<file path="src/dacscd_pkg.sv">
// Constants and field layouts of the serial command decoder.
// Assumes every file that uses it imports it; holds constants and one helper function.
package dacscd_pkg;

  // ----------------------------------------------------------------------
  // Word layout
  // ----------------------------------------------------------------------
  localparam int WORD_BITS    = 24;
  localparam int OP_MSB       = 23;
  localparam int OP_LSB       = 22;
  localparam int ADDR_MSB     = 21;
  localparam int ADDR_LSB     = 16;
  localparam int DATA_MSB     = 15;
  localparam int DATA_LSB     = 2;
  localparam int PAY_MSB      = 15;
  localparam int CNT_W        = 5;
  localparam logic [4:0] CNT_FULL = 5'h18;
  localparam logic [4:0] CNT_OVER = 5'h19;

  // ----------------------------------------------------------------------
  // Operation bits and write targets
  // ----------------------------------------------------------------------
  localparam logic [1:0] OP_SPECIAL = 2'h0;
  localparam logic [1:0] OP_GAIN    = 2'h1;
  localparam logic [1:0] OP_OFFSET  = 2'h2;
  localparam logic [1:0] OP_INPUT   = 2'h3;
  localparam logic [1:0] TGT_IN_A   = 2'h0;
  localparam logic [1:0] TGT_IN_B   = 2'h1;
  localparam logic [1:0] TGT_OFFSET = 2'h2;
  localparam logic [1:0] TGT_GAIN   = 2'h3;

  // ----------------------------------------------------------------------
  // Addressing
  // ----------------------------------------------------------------------
  localparam int NUM_GROUPS = 5;
  localparam int GROUP_CH   = 8;
  localparam int NUM_CH     = 40;
  localparam logic [2:0] UP_BROAD   = 3'h0;
  localparam logic [2:0] UP_ALL5    = 3'h6;
  localparam logic [2:0] UP_UPPER4  = 3'h7;
  localparam logic [2:0] LO_GRP_MAX = 3'h5;

  // ----------------------------------------------------------------------
  // Function codes
  // ----------------------------------------------------------------------
  localparam logic [5:0] FN_NOP     = 6'h00;
  localparam logic [5:0] FN_CTRL    = 6'h01;
  localparam logic [5:0] FN_OFFSET_WORD_0    = 6'h02;
  localparam logic [5:0] FN_OFFSET_WORD_2    = 6'h04;
  localparam logic [5:0] FN_RDSEL   = 6'h05;
  localparam logic [5:0] FN_BSEL0   = 6'h06;
  localparam logic [5:0] FN_BSEL4   = 6'h0A;
  localparam logic [5:0] FN_BSELALL = 6'h0B;

  // ----------------------------------------------------------------------
  // Control fields and reset values
  // ----------------------------------------------------------------------
  localparam int CTL_PD   = 0;
  localparam int CTL_TSD  = 1;
  localparam int CTL_BANK = 2;
  localparam int OFS_W    = 14;
  localparam int BSEL_W   = 8;
  localparam logic [13:0] OFS_RESET  = 14'h0000;
  localparam logic [7:0]  BSEL_RESET = 8'h00;
  localparam logic        CTL_RESET  = 1'b0;

  // ----------------------------------------------------------------------
  // Readback selection: payload bits 15..13 type, 12..7 address
  // ----------------------------------------------------------------------
  localparam int RB_TYPE_MSB = 15;
  localparam int RB_TYPE_LSB = 13;
  localparam int RB_ADR_MSB  = 12;
  localparam int RB_ADR_LSB  = 7;
  localparam logic [2:0] RB_TYPE_REG = 3'h4;
  localparam logic [5:0] RB_CTRL  = 6'h01;
  localparam logic [5:0] RB_OFFSET_WORD_0  = 6'h02;
  localparam logic [5:0] RB_OFFSET_WORD_1  = 6'h03;
  localparam logic [5:0] RB_OFFSET_WORD_2  = 6'h04;
  localparam logic [5:0] RB_BSEL0 = 6'h06;
  localparam logic [5:0] RB_BSEL1 = 6'h07;
  localparam logic [5:0] RB_BSEL2 = 6'h08;
  localparam logic [5:0] RB_BSEL3 = 6'h09;
  localparam logic [5:0] RB_BSEL4 = 6'h0A;
  localparam logic [5:0] RB_CH_FIRST = 6'h08;
  localparam logic [5:0] RB_CH_LAST  = 6'h2F;

  // Absolute channel from a group-plus-one code and a channel number.
  function automatic logic [5:0] dacscd_abs_ch(input logic [2:0] grp_code,
                                               input logic [2:0] ch);
    logic [2:0] grp;
    grp = grp_code - 3'h1;
    dacscd_abs_ch = {grp, ch};
  endfunction

endpackage

</file>
<file path="src/dacscd_chan_decode.sv">
// Expands the six address bits of a data write into a channel mask.
// Purely combinational itself; assumes the caller registers the mask.
`timescale 1ns/1ps
`default_nettype none
module dacscd_chan_decode
  import dacscd_pkg::*;
(
  input  wire logic [5:0]  addr,
  output logic      [39:0] mask
);
  wire logic [2:0] upper = addr[5:3];
  wire logic [2:0] lower = addr[2:0];

  genvar g;
  genvar c;
  generate
    for (g = 0; g < NUM_GROUPS; g++) begin : gen_grp
      for (c = 0; c < GROUP_CH; c++) begin : gen_ch
        wire logic single = (upper == 3'(g + 1)) && (lower == 3'(c));
        wire logic whole  = (upper == UP_BROAD) &&
                            ((lower == 3'h0) || (lower == 3'(g + 1)));
        wire logic across = (lower == 3'(c)) &&
                            ((upper == UP_ALL5) ||
                             ((upper == UP_UPPER4) && (g != 0)));
        assign mask[g * GROUP_CH + c] = single | whole | across;
      end
    end
  endgenerate
endmodule
`default_nettype wire

</file>
<file path="src/dacscd_top.sv">
// Serial command decoder: frames 24-bit words, executes special functions,
// raises channel writes and serves readback on the serial output.
// Assumes sclk, sync_n, serial_in and overtemp are asynchronous pins and
// that channel register contents come from outside on chan_rd_data.
`timescale 1ns/1ps
`default_nettype none
module dacscd_top
  import dacscd_pkg::*;
(
  input  wire logic                      ref_clk,
  input  wire logic                      rst,
  input  wire logic                      sclk,
  input  wire logic                      sync_n,
  input  wire logic                      serial_in,
  input  wire logic                      overtemp,
  input  wire logic [dacscd_pkg::OFS_W-1:0] chan_rd_data,
  output logic                           serial_out,
  output logic                           serial_out_oe_n,
  output logic                           chan_wr_stb,
  output logic      [1:0]                chan_wr_target,
  output logic      [dacscd_pkg::NUM_CH-1:0] chan_wr_mask,
  output logic      [dacscd_pkg::OFS_W-1:0] chan_wr_data,
  output logic      [2:0]                chan_rd_type,
  output logic      [5:0]                chan_rd_index,
  output logic                           bank_b_sel,
  output logic                           thermal_shdn_en,
  output logic                           soft_pwr_down,
  output logic      [dacscd_pkg::OFS_W-1:0] offset_word_0,
  output logic      [dacscd_pkg::OFS_W-1:0] offset_word_1,
  output logic      [dacscd_pkg::OFS_W-1:0] offset_word_2,
  output logic      [dacscd_pkg::BSEL_W-1:0] bank_select_0,
  output logic      [dacscd_pkg::BSEL_W-1:0] bank_select_1,
  output logic      [dacscd_pkg::BSEL_W-1:0] bank_select_2,
  output logic      [dacscd_pkg::BSEL_W-1:0] bank_select_3,
  output logic      [dacscd_pkg::BSEL_W-1:0] bank_select_4
);
  import dacscd_pkg::*;

  // ----------------------------------------------------------------------
  // Pin synchronisers and edge detection
  // ----------------------------------------------------------------------
  logic [2:0] sclk_r;
  logic [2:0] sync_r;
  logic [1:0] sdi_r;
  logic [1:0] otemp_r;

  always_ff @(posedge ref_clk or posedge rst) begin
    if (rst) begin
      sclk_r  <= 3'h7;
      sync_r  <= 3'h7;
      sdi_r   <= 2'h0;
      otemp_r <= 2'h0;
    end else begin
      sclk_r  <= {sclk_r[1:0], sclk};
      sync_r  <= {sync_r[1:0], sync_n};
      sdi_r   <= {sdi_r[0], serial_in};
      otemp_r <= {otemp_r[0], overtemp};
    end
  end

  wire logic sclk_fall   = sclk_r[2] & ~sclk_r[1];
  wire logic frame_start = sync_r[2] & ~sync_r[1];
  wire logic frame_end   = ~sync_r[2] & sync_r[1];
  wire logic in_frame    = ~sync_r[1];
  wire logic otemp_s     = otemp_r[1];

  // ----------------------------------------------------------------------
  // Shift-in of the command word
  // ----------------------------------------------------------------------
  logic [WORD_BITS-1:0] rx_r;
  logic [CNT_W-1:0]     cnt_r;

  // Sampling on the falling edge, first bit in lands at the top: MSB first.
  always_ff @(posedge ref_clk or posedge rst) begin
    if (rst) begin
      rx_r  <= '0;
      cnt_r <= '0;
    end else if (frame_start) begin
      cnt_r <= '0;
    end else if (in_frame && sclk_fall) begin
      rx_r  <= {rx_r[WORD_BITS-2:0], sdi_r[1]};
      cnt_r <= (cnt_r == CNT_OVER) ? cnt_r : cnt_r + 5'h01;
    end
  end

  // Short frames abort; extra clocks corrupt the word, so it is dropped too.
  wire logic word_ok = frame_end && (cnt_r == CNT_FULL);

  // ----------------------------------------------------------------------
  // Field decode
  // ----------------------------------------------------------------------
  wire logic [1:0]  op_sel   = rx_r[OP_MSB:OP_LSB];
  wire logic        op_select_hi = op_sel[1];
  wire logic        op_select_lo = op_sel[0];
  wire logic [5:0]  function_code = rx_r[ADDR_MSB:ADDR_LSB];
  wire logic [15:0] function_payload = rx_r[PAY_MSB:0];
  wire logic [OFS_W-1:0] data_word = rx_r[DATA_MSB:DATA_LSB];
  wire logic        special  = word_ok && !op_select_hi && !op_select_lo;
  wire logic        data_wr  = word_ok && (op_select_hi || op_select_lo);
  wire logic [NUM_CH-1:0] addr_mask;

  dacscd_chan_decode u_decode (
    .addr (function_code),
    .mask (addr_mask)
  );

  wire logic fn_ctrl   = special && (function_code == FN_CTRL);
  wire logic fn_rdsel  = special && (function_code == FN_RDSEL);
  wire logic fn_bsall  = special && (function_code == FN_BSELALL);
  wire logic fn_ofs    = special && (function_code >= FN_OFFSET_WORD_0) &&
                         (function_code <= FN_OFFSET_WORD_2);
  wire logic fn_bsel   = special && (function_code >= FN_BSEL0) &&
                         (function_code <= FN_BSEL4);
  wire logic [1:0] ofs_idx  = 2'(function_code - FN_OFFSET_WORD_0);
  wire logic [2:0] bsel_idx = 3'(function_code - FN_BSEL0);

  // ----------------------------------------------------------------------
  // Special-function registers
  // ----------------------------------------------------------------------
  logic [OFS_W-1:0]  ofs_r  [3];
  logic [BSEL_W-1:0] bsel_r [NUM_GROUPS];
  logic              bank_r;
  logic              tsd_r;
  logic              pd_r;

  // Codes outside the decoded set fall through untouched, NO_OPERATION included.
  always_ff @(posedge ref_clk or posedge rst) begin
    if (rst) begin
      bank_r <= CTL_RESET;
      tsd_r  <= CTL_RESET;
      pd_r   <= CTL_RESET;
      for (int i = 0; i < 3; i++) ofs_r[i] <= OFS_RESET;
      for (int i = 0; i < NUM_GROUPS; i++) bsel_r[i] <= BSEL_RESET;
    end else begin
      if (fn_ctrl) begin
        bank_r <= function_payload[CTL_BANK];
        tsd_r  <= function_payload[CTL_TSD];
        pd_r   <= function_payload[CTL_PD];
      end
      if (fn_ofs) ofs_r[ofs_idx] <= function_payload[OFS_W-1:0];
      if (fn_bsel) bsel_r[bsel_idx] <= function_payload[BSEL_W-1:0];
      if (fn_bsall) begin
        for (int i = 0; i < NUM_GROUPS; i++) begin
          bsel_r[i] <= function_payload[BSEL_W-1:0];
        end
      end
    end
  end

  // Control word as seen on readback; bit 4 follows the pin, bit 3 is zero.
  wire logic [4:0] ctrl_view = {otemp_s, 1'b0, bank_r, tsd_r, pd_r};

  // ----------------------------------------------------------------------
  // Channel data writes
  // ----------------------------------------------------------------------
  wire logic [1:0] tgt_sel = (op_sel == OP_INPUT)  ? (bank_r ? TGT_IN_B : TGT_IN_A) :
                             (op_sel == OP_OFFSET) ? TGT_OFFSET : TGT_GAIN;
  wire logic wr_hit = data_wr && (|addr_mask);

  always_ff @(posedge ref_clk or posedge rst) begin
    if (rst) begin
      chan_wr_stb    <= 1'b0;
      chan_wr_target <= TGT_IN_A;
      chan_wr_mask   <= '0;
      chan_wr_data   <= '0;
    end else begin
      chan_wr_stb <= wr_hit;
      if (wr_hit) begin
        chan_wr_target <= tgt_sel;
        chan_wr_mask   <= addr_mask;
        chan_wr_data   <= data_word;
      end
    end
  end

  // ----------------------------------------------------------------------
  // Readback selection and shift-out
  // ----------------------------------------------------------------------
  logic [2:0]           rb_type_r;
  logic [5:0]           rb_adr_r;
  logic                 rb_pend_r;
  logic                 tx_act_r;
  logic [WORD_BITS-1:0] tx_r;

  wire logic ch_type = (rb_type_r < RB_TYPE_REG);
  wire logic ch_ok   = ch_type && (rb_adr_r >= RB_CH_FIRST) &&
                       (rb_adr_r <= RB_CH_LAST);
  wire logic [OFS_W-1:0] reg_view =
    (rb_type_r != RB_TYPE_REG) ? '0 :
    (rb_adr_r == RB_CTRL)  ? OFS_W'(ctrl_view) :
    (rb_adr_r == RB_OFFSET_WORD_0)  ? ofs_r[0] :
    (rb_adr_r == RB_OFFSET_WORD_1)  ? ofs_r[1] :
    (rb_adr_r == RB_OFFSET_WORD_2)  ? ofs_r[2] :
    (rb_adr_r == RB_BSEL0) ? OFS_W'(bsel_r[0]) :
    (rb_adr_r == RB_BSEL1) ? OFS_W'(bsel_r[1]) :
    (rb_adr_r == RB_BSEL2) ? OFS_W'(bsel_r[2]) :
    (rb_adr_r == RB_BSEL3) ? OFS_W'(bsel_r[3]) :
    (rb_adr_r == RB_BSEL4) ? OFS_W'(bsel_r[4]) : '0;
  wire logic [OFS_W-1:0] rb_value = ch_ok ? chan_rd_data : reg_view;

  always_ff @(posedge ref_clk or posedge rst) begin
    if (rst) begin
      rb_type_r <= 3'h0;
      rb_adr_r  <= 6'h00;
      rb_pend_r <= 1'b0;
      tx_act_r  <= 1'b0;
      tx_r      <= '0;
    end else begin
      if (fn_rdsel) begin
        rb_type_r <= function_payload[RB_TYPE_MSB:RB_TYPE_LSB];
        rb_adr_r  <= function_payload[RB_ADR_MSB:RB_ADR_LSB];
        rb_pend_r <= 1'b1;
      end else if (frame_start && rb_pend_r) begin
        rb_pend_r <= 1'b0;
      end
      if (frame_start) begin
        tx_act_r <= rb_pend_r;
        tx_r     <= {8'h00, rb_value, 2'h0};
      end else if (frame_end) begin
        tx_act_r <= 1'b0;
      end else if (in_frame && sclk_fall && tx_act_r) begin
        tx_r <= {tx_r[WORD_BITS-2:0], 1'b0};
      end
    end
  end

  // Channel readback needs the addressed register steady before the frame.
  assign chan_rd_type    = rb_type_r;
  assign chan_rd_index   = ch_ok ? dacscd_abs_ch(rb_adr_r[5:3], rb_adr_r[2:0]) : 6'h00;
  assign serial_out      = tx_r[WORD_BITS-1];
  assign serial_out_oe_n = ~(rb_pend_r | tx_act_r);

  assign bank_b_sel      = bank_r;
  assign thermal_shdn_en = tsd_r;
  assign soft_pwr_down   = pd_r;
  assign offset_word_0   = ofs_r[0];
  assign offset_word_1   = ofs_r[1];
  assign offset_word_2   = ofs_r[2];
  assign bank_select_0   = bsel_r[0];
  assign bank_select_1   = bsel_r[1];
  assign bank_select_2   = bsel_r[2];
  assign bank_select_3   = bsel_r[3];
  assign bank_select_4   = bsel_r[4];
endmodule
`default_nettype wire

</file>
<file path="config.mk">
export PLATFORM = sky130hd
export DESIGN_NAME = dacscd_top
export DESIGN_NICKNAME = d
export VERILOG_FILES = /design/src/dacscd_pkg.sv /design/src/dacscd_chan_decode.sv /design/src/dacscd_top.sv
export SDC_FILE = /design/constraint.sdc
export NUM_CORES = 1
export LEC_CHECK = 0
export BUFFER_PORTS_ARGS = -buffer_cell sky130_fd_sc_hd__buf_2
export CAP_MARGIN = 5
export CORE_ASPECT_RATIO = 1.1
export CORE_MARGIN = 2
export CORE_UTILIZATION = 50
export CTS_BUF_LIST = sky130_fd_sc_hd__clkbuf_4
export DETAILED_ROUTE_END_ITERATION = 6
export GPL_TIMING_DRIVEN = 0
export PLACE_DENSITY = 0.73
export SYNTH_ARGS = -nofsm -noshare
export SYNTH_HDL_FRONTEND = slang
export SYNTH_SLANG_ARGS = --single-unit
</file>
<file path="constraint.sdc">
create_clock -name ref_clk -period 6.9 [get_ports ref_clk]
set_input_delay 0.345 -clock ref_clk [delete_from_list [all_inputs] [get_ports ref_clk]]
set_output_delay 0.345 -clock ref_clk [all_outputs]
set_load 0.005 [all_outputs]
</file>
==> results.cfg, run 1 <==
[clock_network]
post_cts_buffers = 0
clkTransAtPathRegs_ns = 0.07
cts_sinks = 214
cts_resized = 0
clock_latency_ns = 0.67
cts_tree = done
cts.path.max_buffers = 3
cts_max_level = 2
numCtsBuffers = 53
root_buffer = clkbuf_4

[synthesis]
syn_nets = 839
synth_compound_area_frac = 0.1287
ys_types = 73
synth.largest_area_cell = dfrtp_1
synth_area_leaders = dfrtp_1 (54%), mux2_2 (15%), a21oi_1 (5.2%)
synth_xor_area_frac = 0.004579
synthMuxAreaShare = 0.1625
synth_seq_area_share = 0.5608
synth-main-ff-cell = dfrtp_1
synth_top_family_by_area = multiplexers
synth.most_common_cell = dfrtp_1
synth_common_cells = dfrtp_1 (208), mux2_2 (128), a21oi_1 (100)
synth.avg_cell_area_um2 = 11.76
synth.ff_latch_count = 214
synthCells = 813
syn_area_um2 = 9563
yosys.area_share.simple = 0.1055
yosysTopAreaCellShare = 0.5443
yosys_warnings = 0
synth_edf_count = 0
synthAdderAreaFrac = 0.007850
async_flop_share = 1.000

[global_route]
antenna_found_initial = 1
grt_pass1_wl_um = 39690
grt_use_total = 0.2537
grt_max_degree = 111
overflow = 0
grt_pass1_vias = 7397

[timing]
period_minus_slack_ns = 3.235
worstMarginPinSlew_ns = 0.8247
setup_viol = 0
slew_headroom = 0.4490
period_share = 0.4688
rsz0062_at_grt = no
fmax_ghz = 0.3092
finClkSkew_ns = 0.06920
maxSlewViolCount = 0
hold_viol_final = 0
holdWs_ns = 0.05823

[place]
hpwl_um = 18360
numPortBuffers = 172
routabilityCongestion = 0.9084

[die]
coreArea_um2 = 18970
fp.dieW_um = 135.9
die_h_um = 149.0
io_pins = 173
die_area_um2 = 20250
initial_core_util = 0.5042
fp-row-count = 53

[route]
highest_layer = met4
drcViolationCount = 0
drt-wirelength-per-cell_um = 19.27
wl_met2_um = 12520
antenna_left = 0
wl_um = 25740
first_pass_iters = 5
vias_per_cell = 5.638
drt_iter0_drc = 423
wl_met1_um = 10670
vias = 7533
wl_met3_um = 1907

[pwr]
vdd_drop_max_v = 0.0001201
power_density_nw_per_um2 = 216.6
p_leak_nw = 6.080

[worst_setup_path]
crit_chain = buf_2 -> a21oi_1 -> a21boi_1 -> clkbuf_1 -> and2_1 -> buf_2
critPathMaxStageDelay_ns = 0.66
worst_setup_path_start_kind = flip-flop
cp_data_arrival_time_ns = 2.89
crit_required_ns = 6.55
r2r_start = sync_r[1]$_DFF_PP1_
reg2reg_depth = 6
cpMostUsedCell = buf_2
crit_path_start = rb_adr_r[4]$_DFFE_PP0P_
cp_num_buf_inv = 3
cp_max_fo = 10
reg2reg_to = rb_adr_r[5]$_DFFE_PP0P_
path_class = reg2out
worstSetupEndpointType = output port
regToRegSetupSlack_ns = 4.14
slowest_stage = a21boi_1
path_delay_family = compound AO/OA/AOI/OAI gates

[min_path]
min-delay-start = chan_rd_data[7]
hp-class = in2reg
hold_path_depth = 4
hold_path_end = tx_r[9]$_DFFE_PP0P_

[finish]
area_delta_synth_final_pct = 20.28
finalNetCount = 1076
drive_above_1_share = 0.4020
utilization = 0.6065

[outcome]
status = completed

[run]
max_cap_violations = 0
state kept, by name, summed over array words and instances, names as in the netlist, 14 cells and up:
register and flops:
chan_wr_mask 40, rx_r 24, tx_r 22, chan_wr_data 14
offset_word_0 14, offset_word_1 14, offset_word_2 14
worst max path at each step:
| stage | endpoint | cells past startpoint |
|---|---|---|
| floorplan | bank_b_sel$_DFFE_PP0P_ | 1 |
| global placement | bank_select_2[0]$_DFFE_PP0P_ | 2 |
| detailed placement | rb_adr_r[0]$_DFFE_PP0P_ | 6 |
| CTS | chan_rd_index[2] | 6 |
| global route | chan_rd_index[0] | 6 |
| finish | chan_rd_index[2] | 6 |
timing repair:
item                                    in CTS  in global routing
hold endpoints to repair                   112                  0
hold buffers                                 9                  0
endpoints found under the setup margin       0                  0
power by group:
group          leakage (nW)  internal, mW  switching, mW
Combinational          2.77        0.0524          0.127
Sequential             2.93          1.29         0.0193
Clock                 0.379         0.509          0.495
per-stage QoR:
step	instance area (um2)	worst slack (ns)	TNS, ns	power, mW	std cells
final	11500	3.665	0	2.491	1336
after global routing	11500	3.488	0	2.605	1336
after CTS	11500	3.664	0	2.524	1334
after detailed placement	10770	4.169	0	1.508	1233
after global placement	10730	-1.718	-353.65	1.500	1232
after floorplan	9563	0.7140	0	1.434	813
worst min-delay path, delay by kind of cell:
kind / cells / cell delay [ns]
AO/OA/AOI/OAI: 2 / 0.21
buffers and inverters: 1 / 0.09
AND/OR/NAND/NOR: 1 / 0.06
kinds of logic after synthesis:
| logic type | after synthesis |
|---|---|
| AOI/OAI and AO/OA | 193 |
| DFF | 214 |
| buffers and inverters | 66 |
| muxes | 139 |
| xor gates and xnor gates | 5 |
| adders and majority gates | 6 |
| and+or+nand+nor | 190 |
cell usage in the layout (no fill, tap or decap), types with 3 or more instances in the layout:
| cell type | instances |
|---|---|
| o22ai_1 | 7 |
| nand2_2 | 3 |
| and3_1 | 4 |
| nand3_1 | 7 |
| a221oi_1 | 12 |
| clkbuf_4 | 77 |
| o21ai_1 | 3 |
| a21oi_1 | 100 |
| o2bb2ai_1 | 5 |
| o21ai_0 | 15 |
| nor3_1 | 12 |
| nor2b_1 | 9 |
| nand4_1 | 4 |
| o21a_1 | 6 |
| nand2_1 | 26 |
| inv_1 | 13 |
| dfrtp_1 | 208 |
| mux2_2 | 128 |
| clkbuf_1 | 25 |
| a31oi_1 | 3 |
| buf_2 | 195 |
| ha_1 | 6 |
| clkinv_1 | 13 |
| a222oi_1 | 6 |
| xor2_1 | 3 |
| dfstp_2 | 6 |
| and2_1 | 13 |
| nor3_2 | 7 |
| a22o_1 | 8 |
| nor2_1 | 79 |
| mux2i_1 | 9 |
| a22oi_1 | 4 |
| nand2b_1 | 4 |
| dlygate4sd3_1 | 9 |
cell type report:
type,count,area [um2]
Fill cell,1667,7463
Sequential cell,214,5363
Multi-Input combinational cell,533,3913
Timing Repair Buffer,182,978.4
Clock buffer,77,578.1
Tap cell,247,309.0
Buffer,52,235.2
Clock inverter,15,61.31
Inverter,14,60.06
Antenna cell,2,5.005
metal layers:
metal,track usage,vias to the layer above
met2,0.4217,271
met3,0.06762,49
li1,-,3464
met4,0.08385,0
met5,0,-
met1,0.3233,3749
Power figures use the tool's default switching activity.
==> run 2: changes to the inputs <==
==> constraint.sdc (replaced) <==
create_clock -name ref_clk -period 3.32 [get_ports ref_clk]
set_input_delay 0.166 -clock ref_clk [delete_from_list [all_inputs] [get_ports ref_clk]]
set_output_delay 0.166 -clock ref_clk [all_outputs]
set_load 0.005 [all_outputs]
==> results.cfg, run 2 (synthesis results as in run 1) <==
[min_path]
hold_path_end = sdi_r[0]$_DFF_PP0_
hold_path_depth = 2
min-delay-start = serial_in
hp-class = in2reg

[die]
die_area_um2 = 20250
coreArea_um2 = 18970
fp-row-count = 53
die_h_um = 149.0
fp.dieW_um = 135.9
io_pins = 173
initial_core_util = 0.5042

[pwr]
p_leak_nw = 6.169
pwr-share-seq = 0.518
p_clk_frac = 0.408
switching_power_mw = 1.355
vdd_drop_max_v = 0.0003068
power_density_nw_per_um2 = 449.0
switching_share = 0.2584
cell_internal_pwr_mw = 3.890
design_power_total_mw = 5.245
p_comb_frac = 0.074

[global_route]
grt_pass1_wl_um = 40540
grt_use_total = 0.2588
grt_pass1_vias = 7617
antenna_found_initial = 0
grt_max_degree = 42
overflow = 0

[finish]
utilization = 0.6160
final_cell_mix = dfrtp_1 (208), buf_2 (195), mux2_2 (128), a21oi_1 (100)
fillerInstances = 1632
area_delta_synth_final_pct = 22.16
finalNetCount = 1091
top_regs = chan_wr_mask (40), rx_r (24), tx_r (22)
drive_above_1_share = 0.4047
multiInputGateArea_um2 = 3913
largest_reg_flops = 40
antennaDiodeCount = 0
seq_area_um2 = 5363
top_register = chan_wr_mask
final_common_cell = dfrtp_1

[place]
numPortBuffers = 172
routabilityCongestion = 0.9262
hpwl_um = 18740

[worst_setup_path]
worstSetupEndpointType = output port
r2r_start = sync_r[1]$_DFF_PP1_
critPathMaxStageDelay_ns = 0.63
cpMostUsedCell = buf_2
reg2reg_depth = 6
reg2reg_to = rb_adr_r[0]$_DFFE_PP0P_
cp_max_fo = 10
slowest_stage = a21boi_1
cp_data_arrival_time_ns = 2.89
worst_setup_path_start_kind = flip-flop
regToRegSetupSlack_ns = 0.60
crit_required_ns = 3.15
path_class = reg2out
crit_chain = buf_2 -> a21oi_1 -> a21boi_1 -> clkbuf_1 -> and2_1 -> buf_2

[timing]
fmax_ghz = 0.3275
setup_viol = 0
maxSlewViolCount = 0
worstMarginPinSlew_ns = 0.8940
period_share = 0.9196
period_minus_slack_ns = 3.053
finClkSkew_ns = 0.07059
hold_viol_final = 0
slew_headroom = 0.4027
rsz0062_at_grt = no

[route]
drt_iter0_drc = 450
antenna_left = 0
first_pass_iters = 5
drcViolationCount = 0
vias_per_cell = 5.592
vias = 7543
wl_um = 25720
drt-wirelength-per-cell_um = 19.07

[clock_network]
post_cts_buffers = 0
cts_resized = 0
cts.path.max_buffers = 3
clkTransAtPathRegs_ns = 0.06
cts_max_level = 2
numCtsBuffers = 54
cts_tree = done
clock_latency_ns = 0.68
cts_sinks = 214
root_buffer = clkbuf_4
holdBufCountCts = 19

[outcome]
status = completed

[run]
max_cap_violations = 0
[run 2: cell count changes in the layout (fill, tap and decap cells not counted)]
cell,before,now
clkbuf_4,77,79
clkinv_1,13,9
buf_12,0,5
inv_8,1,0
clkinv_4,0,1
diode_2,2,0
buf_16,1,0
clkinv_2,1,4
dlygate4sd3_1,9,19
[run 2: final cells by class]
type,count,area share
Clock inverter,14,0.005355
Timing Repair Buffer,196,0.09853
Buffer,52,0.02013
Multi-Input combinational cell,533,0.3349
Tap cell,247,0.02645
Sequential cell,214,0.4590
Clock buffer,79,0.05077
Inverter,14,0.004820
[run 2: worst max-delay path by stage]
stage	start	endpoint	slack, ns	cells after the start
2_1_floorplan	rst	bank_b_sel$_DFFE_PP0P_	0.37	1
3_5_place_dp	sync_r[1]$_DFF_PP1_	rb_adr_r[5]$_DFFE_PP0P_	0.54	6
3_3_place_gp	rst	bank_select_2[4]$_DFFE_PP0P_	-0.92	2
5_1_grt	rb_adr_r[4]$_DFFE_PP0P_	chan_rd_index[2]	0.16	6
4_1_cts	rb_adr_r[4]$_DFFE_PP0P_	chan_rd_index[0]	0.28	6
6_report	rb_adr_r[4]$_DFFE_PP0P_	chan_rd_index[0]	0.27	6
[run 2: per-stage QoR]
stage | cells | hold WS, ns | setup slack (ns) | setup TNS, ns | area [um2]
floorplan | 813 | 0.1705 | 0.3747 | 0 | 9567
global placement | 1232 | 0.2735 | -0.9221 | -188.91 | 10740
detailed placement | 1237 | 0.2746 | 0.5425 | 0 | 10840
CTS | 1349 | 0.1022 | 0.2809 | 0 | 11680
global route | 1349 | 0.1155 | 0.1560 | 0 | 11680
finish | 1349 | 0.1522 | 0.2670 | 0 | 11680
[run 2: layer usage]
metal  share of wire  GRT usage
met3           0.074    0.06422
met2            0.48     0.4184
met5               0          0
met4           0.034     0.1068
met1            0.41     0.3347
[run 2: power groups by stage]
stage	clock network (mW)	logic (mW)	registers (mW)
2_1_floorplan	0	0.226	2.76
5_1_grt	2.32	0.425	2.73
4_1_cts	2.19	0.393	2.72
6_report	2.14	0.387	2.72
3_5_place_dp	0	0.375	2.77
3_3_place_gp	0	0.351	2.77
[run 2: worst max-delay path, delay by kind of cell (launching register included)]
| family | cells | cell delay, ns |
|---|---|---|
| flip-flops | 1 | 0.37 |
| AND/OR/NAND/NOR | 1 | 0.22 |
| buffers and inverters | 3 | 0.82 |
| AO/OA/AOI/OAI | 2 | 0.83 |
==> run 3: changes to the inputs <==
--- a/config.mk
+++ b/config.mk
@@ -7,13 +7,15 @@
 export LEC_CHECK = 0
 export BUFFER_PORTS_ARGS = -buffer_cell sky130_fd_sc_hd__buf_2
 export CAP_MARGIN = 5
+export CELL_PAD_IN_SITES_DETAIL_PLACEMENT = 1
+export CELL_PAD_IN_SITES_GLOBAL_PLACEMENT = 1
 export CORE_ASPECT_RATIO = 1.1
 export CORE_MARGIN = 2
-export CORE_UTILIZATION = 50
+export CORE_UTILIZATION = 46
 export CTS_BUF_LIST = sky130_fd_sc_hd__clkbuf_4
 export DETAILED_ROUTE_END_ITERATION = 6
 export GPL_TIMING_DRIVEN = 0
-export PLACE_DENSITY = 0.73
+export PLACE_DENSITY_LB_ADDON = 0.1
 export SYNTH_ARGS = -nofsm -noshare
 export SYNTH_HDL_FRONTEND = slang
 export SYNTH_SLANG_ARGS = --single-unit
==> results.cfg, run 3 (synthesis results as in run 1) <==
[outcome]
status = completed

[worst_setup_path]
crit_required_ns = 3.15
crit_path_end = chan_rd_index[2]
cp_num_buf_inv = 3
cpMostUsedCell = buf_2
cp_max_fo = 10
path_class = reg2out
cp_data_arrival_time_ns = 2.83
worst_setup_path_start_kind = flip-flop
crit_chain = buf_2 -> a21oi_1 -> a21boi_2 -> clkbuf_1 -> and2_1 -> buf_2
r2r_start = sync_r[1]$_DFF_PP1_
reg2reg_to = chan_wr_mask[16]$_DFFE_PP0P_
reg2reg_depth = 7
worstSetupEndpointType = output port
regToRegSetupSlack_ns = 0.47
path_delay_family = buffers and inverters
critPathMaxStageDelay_ns = 0.58
slowest_stage = clkbuf_1
crit_path_start = rb_adr_r[4]$_DFFE_PP0P_
cp.depth = 6

[place]
routabilityCongestion = 0.8217
numPortBuffers = 172
dp_slack_ns = 0.5150
post-place-cells = 1247
hpwl_um = 20710

[finish]
fillerInstances = 2238
drive_above_1_share = 0.4134
final_cell_mix = dfrtp_1 (208), buf_2 (195), mux2_2 (128), a21oi_1 (100), clkbuf_4 (91)
final_common_cell = dfrtp_1
area_delta_synth_final_pct = 23.50
utilization = 0.5759
largest_reg_flops = 40
top_register = chan_wr_mask
finalNetCount = 1095
multiInputGateArea_um2 = 3916
top_regs = chan_wr_mask (40), rx_r (24), tx_r (22)
seq_area_um2 = 5363
stdcell_count = 1365

[clock_network]
cts_tree = done
post_cts_buffers = 0
cts_sinks = 214
numCtsBuffers = 56
clkTransAtPathRegs_ns = 0.06
clock_latency_ns = 0.69
root_buffer = clkbuf_4
cts.path.max_buffers = 3
cts_max_level = 2

[timing]
period_minus_slack_ns = 2.997
rsz0062_at_grt = no
hold_viol_final = 0
worstMarginPinSlew_ns = 0.9137
period_share = 0.9026
setup_ws_ns = 0.3234
fmax_ghz = 0.3337
setup_viol = 0
finClkSkew_ns = 0.04103
maxSlewViolCount = 0
slew_headroom = 0.3861

[die]
coreArea_um2 = 20510
die_area_um2 = 21960
fp-row-count = 55
io_pins = 173
initial_core_util = 0.4663
die_h_um = 155.2
fp.dieW_um = 141.5

[global_route]
overflow = 0
grt_use_total = 0.2657
grt_pass1_vias = 8255
grt_pass1_wl_um = 45320
grt_max_degree = 43
antenna_found_initial = 1

[route]
vias_per_cell = 5.605
drt-wirelength-per-cell_um = 21.11
drcViolationCount = 0
first_pass_iters = 5
vias = 7651
antenna_left = 0
drt_iter0_drc = 458
wl_um = 28810

[pwr]
power_density_nw_per_um2 = 464.6
design_power_total_mw = 5.487
p_leak_nw = 6.227
vdd_drop_max_v = 0.0003011

[min_path]
hp-class = in2reg

[run]
max_cap_violations = 0
run 3: worst register-to-register path: cells and delay by family, from the launching register on:
kind	cells	cell delay [ns]
adders and majority gates	1	0.15
AOI/OAI and AO/OA	2	0.67
DFF	1	0.57
buffers and inverters	3	1.07
and+or+nand+nor	1	0.25
run 3: metal layers:
metal / GRT usage / up-vias / share of wire
met5: 0 / - / 0
li1: - / 3493 / -
met1: 0.3234 / 3887 / 0.41
met2: 0.4690 / 220 / 0.51
met4: 0.08714 / 0 / 0.024
met3: 0.05910 / 51 / 0.055
run 3: what timing repair did:
item | CTS | global route
hold buffers | 20 | 0
endpoints found under the setup margin | 0 | 3
hold endpoints to repair | 171 | 0
resized for setup | 0 | 1
run 3: layout make-up:
cell class	count	area share
Tap cell	256	0.02712
Sequential cell	214	0.4541
Clock buffer	91	0.05784
Inverter	14	0.004767
Clock inverter	6	0.004450
Multi-Input combinational cell	533	0.3316
Antenna cell	1	0.0002119
Timing Repair Buffer	198	0.1000
Buffer	52	0.01992
run 3: how the worst min path moves through the flow:
| stage | startpoint | end | slack, ns | depth (start not counted) |
|---|---|---|---|---|
| after global placement | sclk | sclk_r[0]$_DFF_PP1_ | 0.27 | 1 |
| after global routing | serial_in | sdi_r[0]$_DFF_PP0_ | 0.09 | 2 |
| after CTS | sclk | sclk_r[0]$_DFF_PP1_ | 0.06 | 2 |
| after floorplan | sclk | sclk_r[0]$_DFF_PP1_ | 0.17 | 0 |
| after detailed placement | rst | tx_r[18]$_DFFE_PP0P_ | 0.11 | 2 |
| final | serial_in | sdi_r[0]$_DFF_PP0_ | 0.12 | 2 |
run 3: power breakdown:
part / internal, mW / leakage, nW / switching, mW
clock network: 1.30 / 0.442 / 1.08
registers: 2.68 / 2.93 / 0.0426
logic: 0.128 / 2.85 / 0.258
total: 4.11 / 6.23 / 1.38
run 3: per-stage QoR:
stage	setup TNS (ns)	instance area [um2]	hold slack (ns)
floorplan	0	9567	0.1705
global placement	-210.42	10750	0.2720
detailed placement	0	10870	0.1127
CTS	0	11800	0.05939
global route	0	11810	0.09032
finish	0	11810	0.1221
